### src/design/bist_cable_pkg.sv
package bist_cable_pkg;
   // Register addresses on the management port
   localparam logic [4:0]  ADDR_MAIN_CTRL   = 5'h16;
   localparam logic [4:0]  ADDR_ERRCNT_GAP  = 5'h1b;
   localparam logic [4:0]  ADDR_PKT_LEN     = 5'h1c;
   localparam logic [4:0]  ADDR_DIAG_CTRL   = 5'h1e;
   localparam logic [4:0]  ADDR_INT_STATUS  = 5'h14;
   localparam logic [4:0]  ADDR_INT_MASK    = 5'h15;

   // Field positions
   localparam int          MAIN_GEN_BIT     = 0;
   localparam int          MAIN_CHK_BIT     = 1;
   localparam int          MAIN_MODE_BIT    = 2;
   localparam int          ERRCNT_LSB       = 8;
   localparam int          ERRCNT_CLR_BIT   = 15;
   localparam int          DIAG_START_BIT   = 15;
   localparam int          DIAG_QUAL_LSB    = 8;
   localparam int          DIAG_DONE_BIT    = 1;
   localparam int          DIAG_FAIL_BIT    = 0;

   // Interrupt status and mask layout
   localparam int          INT_W            = 3;
   localparam int          INT_DONE_BIT     = 0;
   localparam int          INT_FAIL_BIT     = 1;
   localparam int          INT_SAT_BIT      = 2;

   // Reset values
   localparam logic [7:0]  GAP_RESET        = 8'h7d;
   localparam logic [10:0] PKT_LEN_RESET    = 11'h5dc;
   localparam logic [2:0]  MAIN_RESET       = 3'h0;
   localparam logic [INT_W-1:0] MASK_RESET  = 3'h0;

   // Link quality grades
   typedef enum logic [1:0] {
      QUAL_RSVD = 2'h0,
      QUAL_GOOD = 2'h1,
      QUAL_MID  = 2'h2,
      QUAL_POOR = 2'h3
   } link_qual_e;

   // Outcome of one cable measurement
   typedef struct packed {
      logic       done;
      logic       fail;
      link_qual_e qual;
   } diag_result_s;

   // Packet timer states
   typedef enum logic [2:0] {
      PT_IDLE = 3'b001,
      PT_PKT  = 3'b010,
      PT_GAP  = 3'b100
   } pkt_state_e;
endpackage : bist_cable_pkg

### src/design/selftest_pkt_timer.sv
`timescale 1ns/1ps
module selftest_pkt_timer
   import bist_cable_pkg::*;
#(
   parameter int LEN_W = 11,
   parameter int GAP_W = 8
) (
   input  wire logic             clk,
   input  wire logic             nrst,
   input  wire logic             run,
   input  wire logic             byteTick,
   input  wire logic [LEN_W-1:0] pktLen,
   input  wire logic [GAP_W-1:0] gapLen,
   output logic                  pktByte,
   output logic                  gapByte,
   output logic                  pktDone
);
   // Refuse widths the counter cannot serve
   initial begin
      if (LEN_W < GAP_W || LEN_W < 1 || GAP_W < 1) begin
         $error("selftest_pkt_timer: LEN_W must be at least GAP_W");
      end
   end

   pkt_state_e       state_q, state_d;
   logic [LEN_W-1:0] cnt_q, cnt_d;
   logic             pktDone_q, pktDone_d;

   // Byte position decodes
   wire logic [LEN_W-1:0] gapWide  = LEN_W'(gapLen);
   wire logic             lastPkt  = (cnt_q == pktLen - LEN_W'(1));
   wire logic             lastGap  = (cnt_q == gapWide - LEN_W'(1));
   wire logic             noGap    = (gapLen == '0);

   assign pktByte = byteTick && (state_q == PT_PKT);
   assign gapByte = byteTick && (state_q == PT_GAP);
   assign pktDone = pktDone_q;

   // Next state: packet bytes then gap bytes, repeated
   always_comb begin
      state_d   = state_q;
      cnt_d     = cnt_q;
      pktDone_d = 1'b0;
      unique case (state_q)
         PT_IDLE: begin
            cnt_d = '0;
            if (run && pktLen != '0) begin
               state_d = PT_PKT;
            end
         end
         PT_PKT: begin
            if (byteTick) begin
               if (lastPkt) begin
                  pktDone_d = 1'b1;
                  cnt_d     = '0;
                  state_d   = noGap ? PT_PKT : PT_GAP;
               end else begin
                  cnt_d = cnt_q + LEN_W'(1);
               end
            end
         end
         PT_GAP: begin
            if (byteTick) begin
               if (lastGap) begin
                  cnt_d   = '0;
                  state_d = PT_PKT;
               end else begin
                  cnt_d = cnt_q + LEN_W'(1);
               end
            end
         end
         default: begin
            state_d = PT_IDLE;
            cnt_d   = '0;
         end
      endcase
      if (!run) begin
         state_d = PT_IDLE;
         cnt_d   = '0;
      end
   end

   // State registers
   always_ff @(posedge clk or negedge nrst) begin
      if (!nrst) begin
         state_q   <= PT_IDLE;
         cnt_q     <= '0;
         pktDone_q <= 1'b0;
      end else begin
         state_q   <= state_d;
         cnt_q     <= cnt_d;
         pktDone_q <= pktDone_d;
      end
   end
endmodule : selftest_pkt_timer

### src/design/bist_cable_diag_regs.sv
`timescale 1ns/1ps
module bist_cable_diag_regs
   import bist_cable_pkg::*;
#(
   parameter int ERR_W = 8,
   parameter int GAP_W = 8,
   parameter int LEN_W = 11
) (
   input  wire logic             clk,
   input  wire logic             nrst,
   input  wire logic [4:0]       regAddr,
   input  wire logic [15:0]      regWdata,
   input  wire logic             regWrite,
   input  wire logic             regRead,
   output logic      [15:0]      regRdata,
   input  wire logic             errByte,
   input  wire logic             byteTick,
   output logic                  genRun,
   output logic                  chkRun,
   output logic                  pktByte,
   output logic                  gapByte,
   output logic                  pktDone,
   output logic                  diagRun,
   input  wire logic             measDone,
   input  wire logic             measFail,
   input  wire logic [1:0]       measQual,
   output logic                  irq
);
   // Refuse widths the register layout cannot hold
   initial begin
      if (ERR_W != 8 || GAP_W != 8 || LEN_W < 1 || LEN_W > 11) begin
         $error("bist_cable_diag_regs: field widths do not fit the register layout");
      end
   end

   // Address decodes
   wire logic selMain   = (regAddr == ADDR_MAIN_CTRL);
   wire logic selErr    = (regAddr == ADDR_ERRCNT_GAP);
   wire logic selLen    = (regAddr == ADDR_PKT_LEN);
   wire logic selDiag   = (regAddr == ADDR_DIAG_CTRL);
   wire logic selStat   = (regAddr == ADDR_INT_STATUS);
   wire logic selMask   = (regAddr == ADDR_INT_MASK);

   // Write strobes per register, status read strobe
   wire logic wrMain    = regWrite && selMain;
   wire logic wrErr     = regWrite && selErr;
   wire logic wrLen     = regWrite && selLen;
   wire logic wrDiag    = regWrite && selDiag;
   wire logic wrMask    = regWrite && selMask;
   wire logic rdStat    = regRead && selStat;

   // Control and configuration state
   logic [2:0]            main_q;
   logic [GAP_W-1:0]      gap_q;
   logic [LEN_W-1:0]      pktLen_q;
   logic [INT_W-1:0]      mask_q;
   logic [INT_W-1:0]      status_q, status_d;
   logic [15:0]           rdata_q, rdata_d;

   // Error counter state
   logic [ERR_W-1:0]      errCnt_q, errCnt_d;
   logic [ERR_W-1:0]      errSnap_q;
   logic                  errLock_q;

   // Diagnostic state
   logic                  start_q, start_d;
   diag_result_s          result_q, result_d;

   // Main control bits
   wire logic countWrap = main_q[MAIN_MODE_BIT];
   assign genRun  = main_q[MAIN_GEN_BIT];
   assign chkRun  = main_q[MAIN_CHK_BIT];

   // Freeze and clear requests
   wire logic freezeReq = wrMain && (regWdata[MAIN_GEN_BIT] || regWdata[MAIN_CHK_BIT]);
   wire logic unfreeze  = wrMain && !regWdata[MAIN_GEN_BIT] && !regWdata[MAIN_CHK_BIT];
   wire logic clearReq  = wrErr && regWdata[ERRCNT_CLR_BIT];

   // Counter saturation decode
   wire logic errFull   = (errCnt_q == {ERR_W{1'b1}});
   wire logic errHold   = errFull && !countWrap;
   wire logic errInc    = errByte && chkRun && !errHold;
   wire logic satEvent  = errByte && chkRun && errFull;

   // Running error counter
   always_comb begin
      errCnt_d = errCnt_q;
      if (clearReq) begin
         errCnt_d = '0;
      end else if (errInc) begin
         errCnt_d = errCnt_q + ERR_W'(1);
      end
   end

   // Value shown in the upper byte
   wire logic [ERR_W-1:0] errShown = errLock_q ? errSnap_q : errCnt_q;

   // Main control register
   always_ff @(posedge clk or negedge nrst) begin
      if (!nrst) begin
         main_q <= MAIN_RESET;
      end else if (wrMain) begin
         main_q <= regWdata[2:0];
      end
   end

   // Gap and packet length fields
   always_ff @(posedge clk or negedge nrst) begin
      if (!nrst) begin
         gap_q    <= GAP_RESET;
         pktLen_q <= PKT_LEN_RESET[LEN_W-1:0];
      end else begin
         if (wrErr) begin
            gap_q <= regWdata[GAP_W-1:0];
         end
         if (wrLen) begin
            pktLen_q <= regWdata[LEN_W-1:0];
         end
      end
   end

   // Error count, snapshot and lock
   always_ff @(posedge clk or negedge nrst) begin
      if (!nrst) begin
         errCnt_q  <= '0;
         errSnap_q <= '0;
         errLock_q <= 1'b0;
      end else begin
         errCnt_q <= errCnt_d;
         if (freezeReq || clearReq) begin
            errSnap_q <= errCnt_q;
            errLock_q <= 1'b1;
         end else if (unfreeze) begin
            errLock_q <= 1'b0;
         end
      end
   end

   // Start bit launch and completion decodes
   wire logic startWr   = wrDiag && regWdata[DIAG_START_BIT];
   wire logic launch    = startWr && !start_q;
   wire logic doneEvent = start_q && measDone;

   // Diagnostic start and result
   always_comb begin
      start_d  = start_q;
      result_d = result_q;
      if (wrDiag) begin
         start_d = regWdata[DIAG_START_BIT];
      end
      if (launch) begin
         result_d.done = 1'b0;
         result_d.fail = 1'b0;
      end
      if (doneEvent && !launch) begin
         start_d       = 1'b0;
         result_d.done = 1'b1;
         result_d.fail = measFail;
         result_d.qual = link_qual_e'(measQual);
      end
   end

   assign diagRun = start_q;

   // Diagnostic registers
   always_ff @(posedge clk or negedge nrst) begin
      if (!nrst) begin
         start_q  <= 1'b0;
         result_q <= '{done: 1'b0, fail: 1'b0, qual: QUAL_RSVD};
      end else begin
         start_q  <= start_d;
         result_q <= result_d;
      end
   end

   // Interrupt events
   wire logic [INT_W-1:0] intEvent = {satEvent,
                                      doneEvent && !launch && measFail,
                                      doneEvent && !launch};

   // Sticky status, read clears, new event wins
   always_comb begin
      status_d = status_q;
      if (rdStat) begin
         status_d = '0;
      end
      status_d = status_d | intEvent;
   end

   // Interrupt status and mask
   always_ff @(posedge clk or negedge nrst) begin
      if (!nrst) begin
         status_q <= '0;
         mask_q   <= MASK_RESET;
      end else begin
         status_q <= status_d;
         if (wrMask) begin
            mask_q <= regWdata[INT_W-1:0];
         end
      end
   end

   assign irq = |(status_q & mask_q);

   // Read views, reserved bits zero
   wire logic [15:0] viewMain = {13'h0000, main_q};
   wire logic [15:0] viewErr  = {errShown, gap_q};
   wire logic [15:0] viewLen  = {{(16 - LEN_W){1'b0}}, pktLen_q};
   wire logic [15:0] viewDiag = {start_q, 5'h00, result_q.qual, 6'h00,
                                 result_q.done, result_q.fail};
   wire logic [15:0] viewStat = {{(16 - INT_W){1'b0}}, status_q};
   wire logic [15:0] viewMask = {{(16 - INT_W){1'b0}}, mask_q};

   // Read data multiplexer, unmapped reads zero
   always_comb begin
      rdata_d = 16'h0000;
      if (regRead) begin
         if (selMain) begin
            rdata_d = viewMain;
         end else if (selErr) begin
            rdata_d = viewErr;
         end else if (selLen) begin
            rdata_d = viewLen;
         end else if (selDiag) begin
            rdata_d = viewDiag;
         end else if (selStat) begin
            rdata_d = viewStat;
         end else if (selMask) begin
            rdata_d = viewMask;
         end
      end
   end

   // Read data stands only the cycle after the strobe
   always_ff @(posedge clk or negedge nrst) begin
      if (!nrst) begin
         rdata_q <= 16'h0000;
      end else begin
         rdata_q <= rdata_d;
      end
   end

   assign regRdata = rdata_q;

   // Packet and gap sequencing
   selftest_pkt_timer #(
      .LEN_W (LEN_W),
      .GAP_W (GAP_W)
   ) u_pkt_timer (
      .clk      (clk),
      .nrst     (nrst),
      .run      (genRun),
      .byteTick (byteTick),
      .pktLen   (pktLen_q),
      .gapLen   (gap_q),
      .pktByte  (pktByte),
      .gapByte  (gapByte),
      .pktDone  (pktDone)
   );
endmodule : bist_cable_diag_regs

### config.mk
export PLATFORM = sky130hd
export DESIGN_NAME = bist_cable_diag_regs
export DESIGN_NICKNAME = d
export VERILOG_FILES = /design/src/design/bist_cable_pkg.sv /design/src/design/selftest_pkt_timer.sv /design/src/design/bist_cable_diag_regs.sv
export SDC_FILE = /design/constraint.sdc
export NUM_CORES = 1
export LEC_CHECK = 0
export BUFFER_PORTS_ARGS = -buffer_cell sky130_fd_sc_hd__buf_2
export CAP_MARGIN = 20
export CELL_PAD_IN_SITES_DETAIL_PLACEMENT = 1
export CELL_PAD_IN_SITES_GLOBAL_PLACEMENT = 1
export CORE_MARGIN = 3
export CORE_UTILIZATION = 49
export DETAILED_ROUTE_END_ITERATION = 12
export GPL_TIMING_DRIVEN = 0
export HOLD_SLACK_MARGIN = 0.08
export PLACE_DENSITY_LB_ADDON = 0.1
export SKIP_CTS_REPAIR_TIMING = 1
export SYNTH_ARGS = -nofsm -noshare
export SYNTH_HDL_FRONTEND = slang
export SYNTH_SLANG_ARGS = --single-unit
### constraint.sdc
create_clock -name clk -period 4.7 [get_ports clk]
set_input_delay 0.47 -clock clk [delete_from_list [all_inputs] [get_ports clk]]
set_output_delay 0.47 -clock clk [all_outputs]
set_load 0.1 [all_outputs]
==> flow_summary.json, run 1 <==
{
  "final_max_slew_viol_count": 0,
  "drc_errors": 0,
  "min_period_ns": 3.30,
  "die-area_sq_um": 10700,
  "outcome": "finished clean",
  "synthAdderAreaFrac": 0.0108,
  "synth_area_leaders": "dfrtp_1 36%, mux2_2 9.5%, dfstp_2 7.9%",
  "io_pins": 54,
  "wire_per_inst_um": 19.7,
  "critPathLaunchType": "flip-flop",
  "ys_async_sr_fraction": 1.00,
  "hpwlAfterDp_um": 9450,
  "synth_top_family_by_area": "simple AND/OR/NAND/NOR gates",
  "drt_iter0_markers": 141,
  "cts_sinks": 81,
  "synth_top_cell_area_share": 0.362,
  "synth_compound_area_frac": 0.133,
  "wl_um": 12700,
  "setup_violations": 0,
  "cpMaxStageDelayCell": "nor4_1",
  "final_common_cell": "dfrtp_1",
  "clk_pin_slew_ns": 0.10,
  "diodes": 0,
  "cp_max_fo": 7,
  "syn-instance-count": 471,
  "synth_ff_type": "dfrtp_1",
  "multi_input_area_sq_um": 2420,
  "seq_area_frac_synth": 0.442,
  "synth-warning-count": 0,
  "muxShareOfSynthArea": 0.119,
  "clk_latency_ns": 0.36,
  "final_nets": 569,
  "die_w_um": 103,
  "numCtsBuffers": 9,
  "worst_ep_arrival_time_ns": 3.54,
  "h-tree-depth": 3,
  "yosysTopAreaCell": "dfrtp_1",
  "layout_common_cells": "67 x dfrtp_1, 51 x buf_2, 48 x nor2_1",
  "worst_slew_pin_slew_ns": 0.794,
  "hold_viol": 0,
  "gr-usage-all-layers": 0.251,
  "worstSetupPathType": "flip-flop to flip-flop",
  "grt-ovfl-total": 0,
  "finalPower_w": 0.00205,
  "root_buffer": "clkbuf_8",
  "initial_utilization": 0.518,
  "ir_worst_vdd_v": 0.000249,
  "fin_skew_ns": 0.0108,
  "synth_edf_count": 0,
  "cts_tree": "done",
  "power_density_nw_per_um2": 392,
  "chipHeight_um": 103,
  "critical_path.cell_chain": "inv_1 > ha_1 > nor2b_1 > clkbuf_1 > and3_1 > mux2i_1 > nor4_1 > a31oi_1 > o221ai_1 > o21ai_0",
  "hold_path.class": "primary input to flip-flop",
  "synthSimpleGateAreaFrac": 0.204,
  "finalCritPeriodShare": 0.703,
  "synth_nets": 506,
  "fmax_mhz": 303,
  "ys_seq_elements": 81,
  "synth_cell_types": 63,
  "antenna_found_initial": 0,
  "synth_xor_area_frac": 0.0567,
  "slew_headroom": 0.466,
  "synth_area_sq_um": 4630,
  "endpoint_kind": "flip-flop",
  "core_sq_um": 8930,
  "clock_path_buffers": 2,
  "rsz0062_at_grt": "no",
  "drtAntennaViolNets": 0,
  "setup_tns_ns": 0,
  "grt_pass1_vias": 4009,
  "num_vias": 3886,
  "critPathMaxStageDelay_ns": 0.62,
  "firstDrtPassIters": 4,
  "cap_violations": 0,
  "seqCellArea_sq_um": 2040,
  "finish.instance_area_sq_um": 5230,
  "leakage_nw": 2.32,
  "nFillCells": 1033,
  "grt_max_degree": 57,
  "area.growth.synth_to_final_pct": 13.0,
  "synth_area_per_cell_sq_um": 9.83,
  "crit_required_ns": 4.94,
  "drive_gt1_frac": 0.254,
  "place_congestion": 0.831,
  "post_dp_cell_area_sq_um": 5040,
  "viasPerCell": 6.01,
  "fp-row-count": 34,
  "io_buffers": 49,
  "grt_pass1_wl_um": 20600
}
critical path, delay by kind of cell, from the launching register on:
kind            cells  cell delay, ns
simple gates        3            1.02
compound gates      3            0.92
flops               1            0.61
buf+inv             2            0.25
fa+ha+maj           1            0.22
mux                 1            0.17
power by group:
group          internal, W  leakage (nW)  switching (W)  total (W)
clock             0.000198        0.0835       0.000288   0.000486
combinational     0.000249          1.20       0.000383   0.000632
sequential        0.000817          1.04       0.000117   0.000935
worst paths after layout:
| path | from | endpoint | slack (ns) | depth (start not counted) |
|---|---|---|---|---|
| min in group asynchronous | nrst | u_pkt_timer.cnt_q[4] | 0.56 | 2 |
| setup reg to reg | gap_q[0] | u_pkt_timer.cnt_q[7] | 1.40 | 10 |
| hold / removal | measQual[1] | result_q[1] | 0.34 | 2 |
| setup / recovery | gap_q[0] | u_pkt_timer.cnt_q[7] | 1.40 | 10 |
| hold reg to reg | errSnap_q[3] | errSnap_q[3] | 0.52 | 1 |
| max in group asynchronous | nrst | pktLen_q[7] | 3.50 | 3 |
per-stage QoR:
stage | cells | worst slack [ns] | hold slack, ns | util
6_report | 647 | 1.40 | 0.337 | 0.586
5_1_grt | 647 | 1.27 | 0.333 | 0.586
4_1_cts | 645 | 1.47 | 0.0110 | 0.584
3_5_place_dp | 629 | 1.49 | 0.412 | 0.564
3_3_place_gp | 628 | 1.58 | 0.484 | 0.561
2_1_floorplan | 471 | 1.41 | 0.174 | -
cell families after synthesis:
| family | count (synthesis) |
|---|---|
| AOI/OAI and AO/OA | 83 |
| xor gates and xnor gates | 30 |
| adders and majority gates | 4 |
| buffers and inverters | 41 |
| DFF | 81 |
| muxes | 50 |
| and+or+nand+nor | 182 |
flip-flops by register name (all words and copies together) (netlist names), 3 cells and up:
name,flops
regRdata,16
pktLen_q,11
u_pkt_timer.cnt_q,11
errCnt_q,8
errSnap_q,8
gap_q,8
result_q,4
main_q,3
mask_q,3
status_q,3
u_pkt_timer.state_q,3
area by class of cell:
class / count / area share
timing repair buffer: 52 / 0.0555
clock inverter: 6 / 0.00956
inverter: 16 / 0.0115
buffer: 25 / 0.0198
tap: 108 / 0.0258
sequential: 81 / 0.391
multi-input combinational: 349 / 0.463
clock buffer: 10 / 0.0244
cell usage after synthesis (7+ instances only):
master / n
a21oi_1: 8
a22oi_1: 10
a31oi_1: 8
and3_1: 7
clkbuf_1: 22
dfrtp_1: 67
dfstp_2: 14
inv_1: 16
mux2_2: 39
mux2i_1: 11
nand2_1: 42
nand3_1: 11
nand4_1: 9
nor2_1: 48
nor2b_1: 16
nor3_1: 14
o21ai_0: 17
xnor2_1: 17
xor2_1: 13
routing by layer:
metal / share of wire / up-vias / routed length (um) / track usage
met5: 0 / - / 0 / 0
met4: 0.015 / 0 / 192 / 0.0697
met3: 0.033 / 17 / 424 / 0.0423
met2: 0.53 / 81 / 6720 / 0.452
met1: 0.42 / 1972 / 5390 / 0.310
li1: - / 1816 / - / -
(Power assumes the default switching activity.)
==> inputs of run 2 (changes only) <==
--- a/config.mk
+++ b/config.mk
@@ -10,7 +10,7 @@
 export CELL_PAD_IN_SITES_DETAIL_PLACEMENT = 1
 export CELL_PAD_IN_SITES_GLOBAL_PLACEMENT = 1
 export CORE_MARGIN = 3
-export CORE_UTILIZATION = 49
+export CORE_UTILIZATION = 41
 export DETAILED_ROUTE_END_ITERATION = 12
 export GPL_TIMING_DRIVEN = 0
 export HOLD_SLACK_MARGIN = 0.08
==> constraint.sdc (replaced) <==
create_clock -name clk -period 3 [get_ports clk]
set_input_delay 0.3 -clock clk [delete_from_list [all_inputs] [get_ports clk]]
set_output_delay 0.3 -clock clk [all_outputs]
set_load 0.1 [all_outputs]
==> run 2 against run 1 <==
  * Maximum frequency is 17% higher
  * Critical path depth is 1 lower
  * Hold slack worse by 0.16 ns
  * Sequential power is 57% higher
  * Sequential share of layout area down 1.5 points
  * Non-clock buffer count is 1 lower
  * Clock skew decreased by 0.0031 ns
  * Combinational power increased by 56%
  * Total power up 75%
==> flow_summary.json, run 2 (synthesis gave the netlist of run 1 again) <==
{
  "final_max_slew_viol_count": 0,
  "fmax_mhz": 355,
  "min_period_ns": 2.82,
  "final_nets": 568,
  "leakage_nw": 2.38,
  "finalCritPeriodShare": 0.939,
  "io_pins": 54,
  "slew_headroom": 0.477,
  "critPathLaunchType": "flip-flop",
  "area.growth.synth_to_final_pct": 17.8,
  "initial_utilization": 0.423,
  "die_w_um": 112,
  "cpMaxStageDelayCell": "or4b_4",
  "critPathMaxStageDelay_ns": 0.54,
  "num_vias": 3807,
  "power_density_nw_per_um2": 661,
  "viasPerCell": 5.62,
  "rsz0062_at_grt": "no",
  "grt-ovfl-total": 0,
  "gr-usage-all-layers": 0.216,
  "largest_reg_flops": 16,
  "cts_tree": "done",
  "hold_viol": 0,
  "root_buffer": "clkbuf_16",
  "clk_pin_slew_ns": 0.07,
  "wl_um": 12700,
  "wire_per_inst_um": 18.7,
  "crit_family": "simple AND/OR/NAND/NOR gates",
  "place_inst": 662,
  "setup_tns_ns": 0,
  "fp-row-count": 38,
  "grt_pass1_wl_um": 21500,
  "io_buffers": 49,
  "firstDrtPassIters": 4,
  "drc_errors": 0,
  "clk_latency_ns": 0.35,
  "finalPower_w": 0.00360,
  "cp_max_fo": 7,
  "worstSetupPathType": "flip-flop to flip-flop",
  "diodes": 0,
  "die-area_sq_um": 12600,
  "fin_ws_ns": 0.182,
  "grt_pass1_vias": 4016,
  "finish.utilization": 0.499,
  "worst-path-buf-inv": 1,
  "worst_slew_pin_slew_ns": 0.774,
  "chipHeight_um": 112,
  "crit_required_ns": 3.18,
  "final_common_cell": "dfrtp_1",
  "setup_violations": 0,
  "endpoint_kind": "flip-flop",
  "grt_max_degree": 53,
  "drtAntennaViolNets": 0,
  "clock_path_buffers": 2,
  "final_cells": 678,
  "pre_cts_slack_ns": -0.268,
  "place_congestion": 0.825,
  "critical_path.cell_chain": "inv_1 > ha_2 > or4b_4 > nor4_2 > a211oi_1 > mux2i_2 > nand3_1 > a221oi_1 > a31oi_1",
  "hpwlAfterDp_um": 9390,
  "hold_path.class": "primary input to flip-flop",
  "cts_sinks": 81,
  "antenna_found_initial": 0,
  "layout_common_cells": "66 x dfrtp_1, 51 x buf_2, 48 x nor2_1",
  "numCtsBuffers": 9,
  "nFillCells": 1262,
  "h-tree-depth": 3,
  "drive_gt1_frac": 0.273,
  "fin_skew_ns": 0.00774,
  "outcome": "finished clean",
  "cap_violations": 0,
  "worst_ep_arrival_time_ns": 3.00,
  "core_sq_um": 10900,
  "drt_iter0_markers": 211,
  "r2r_slack_ns": 0.18,
  "ir_worst_vdd_v": 0.000440
}
-- run 2: changes by cell type in the layout (fill, tap and decap cells not counted), sizes merged --
cell	before	now
inv	18	17
bufinv	0	1
clkinv	2	1
-- run 2: final timing paths --
| check | cells past startpoint | to | from |
|---|---|---|---|
| max in group asynchronous | 3 | pktLen_q[7] | nrst |
| min in group asynchronous | 2 | u_pkt_timer.cnt_q[0] | nrst |
| worst max-delay path | 9 | u_pkt_timer.cnt_q[8] | pktLen_q[0] |
| worst min register to register | 1 | errSnap_q[2] | errSnap_q[2] |
| worst max register to register | 9 | u_pkt_timer.cnt_q[8] | pktLen_q[0] |
| worst min-delay path | 2 | result_q[1] | measQual[1] |
-- run 2: power breakdown --
group          total, W  switching, W  internal, W
logic          0.000989      0.000590     0.000400
clock network   0.00114      0.000467     0.000672
registers       0.00147      0.000191      0.00128
-- run 2: final cells by class --
cell class                      count  area [sq um]  share of cell area
Buffer                             24           100              0.0184
Clock buffer                       11           243              0.0445
Clock inverter                      5          62.6              0.0115
Inverter                           16          60.1              0.0110
Multi-Input combinational cell    349          2480               0.454
Sequential cell                    81          2050               0.375
Tap cell                          140           175              0.0321
Timing Repair Buffer               52           290              0.0532
-- run 2: metal layers --
layer  wire, um  GRT usage
met5          0          0
met3        348     0.0340
met2       6420      0.368
met1       5760      0.275
met4        169     0.0889
-- run 2: worst reg2reg max path: stages (launching register included) --
cell      delay [ns]
dfrtp_2         0.46
inv_1           0.10
ha_2            0.25
or4b_4          0.54
nor4_2          0.28
a211oi_1        0.08
mux2i_2         0.29
nand3_1         0.22
a221oi_1        0.32
a31oi_1         0.11
-- run 2: per-stage QoR --
step | hold slack, ns | cell area, sq um
after floorplan | 0.00441 | 4640
after detailed placement | 0.271 | 5100
final | 0.181 | 5450
after global placement | 0.484 | 5060
after global routing | 0.178 | 5450
after CTS | -0.108 | 5400
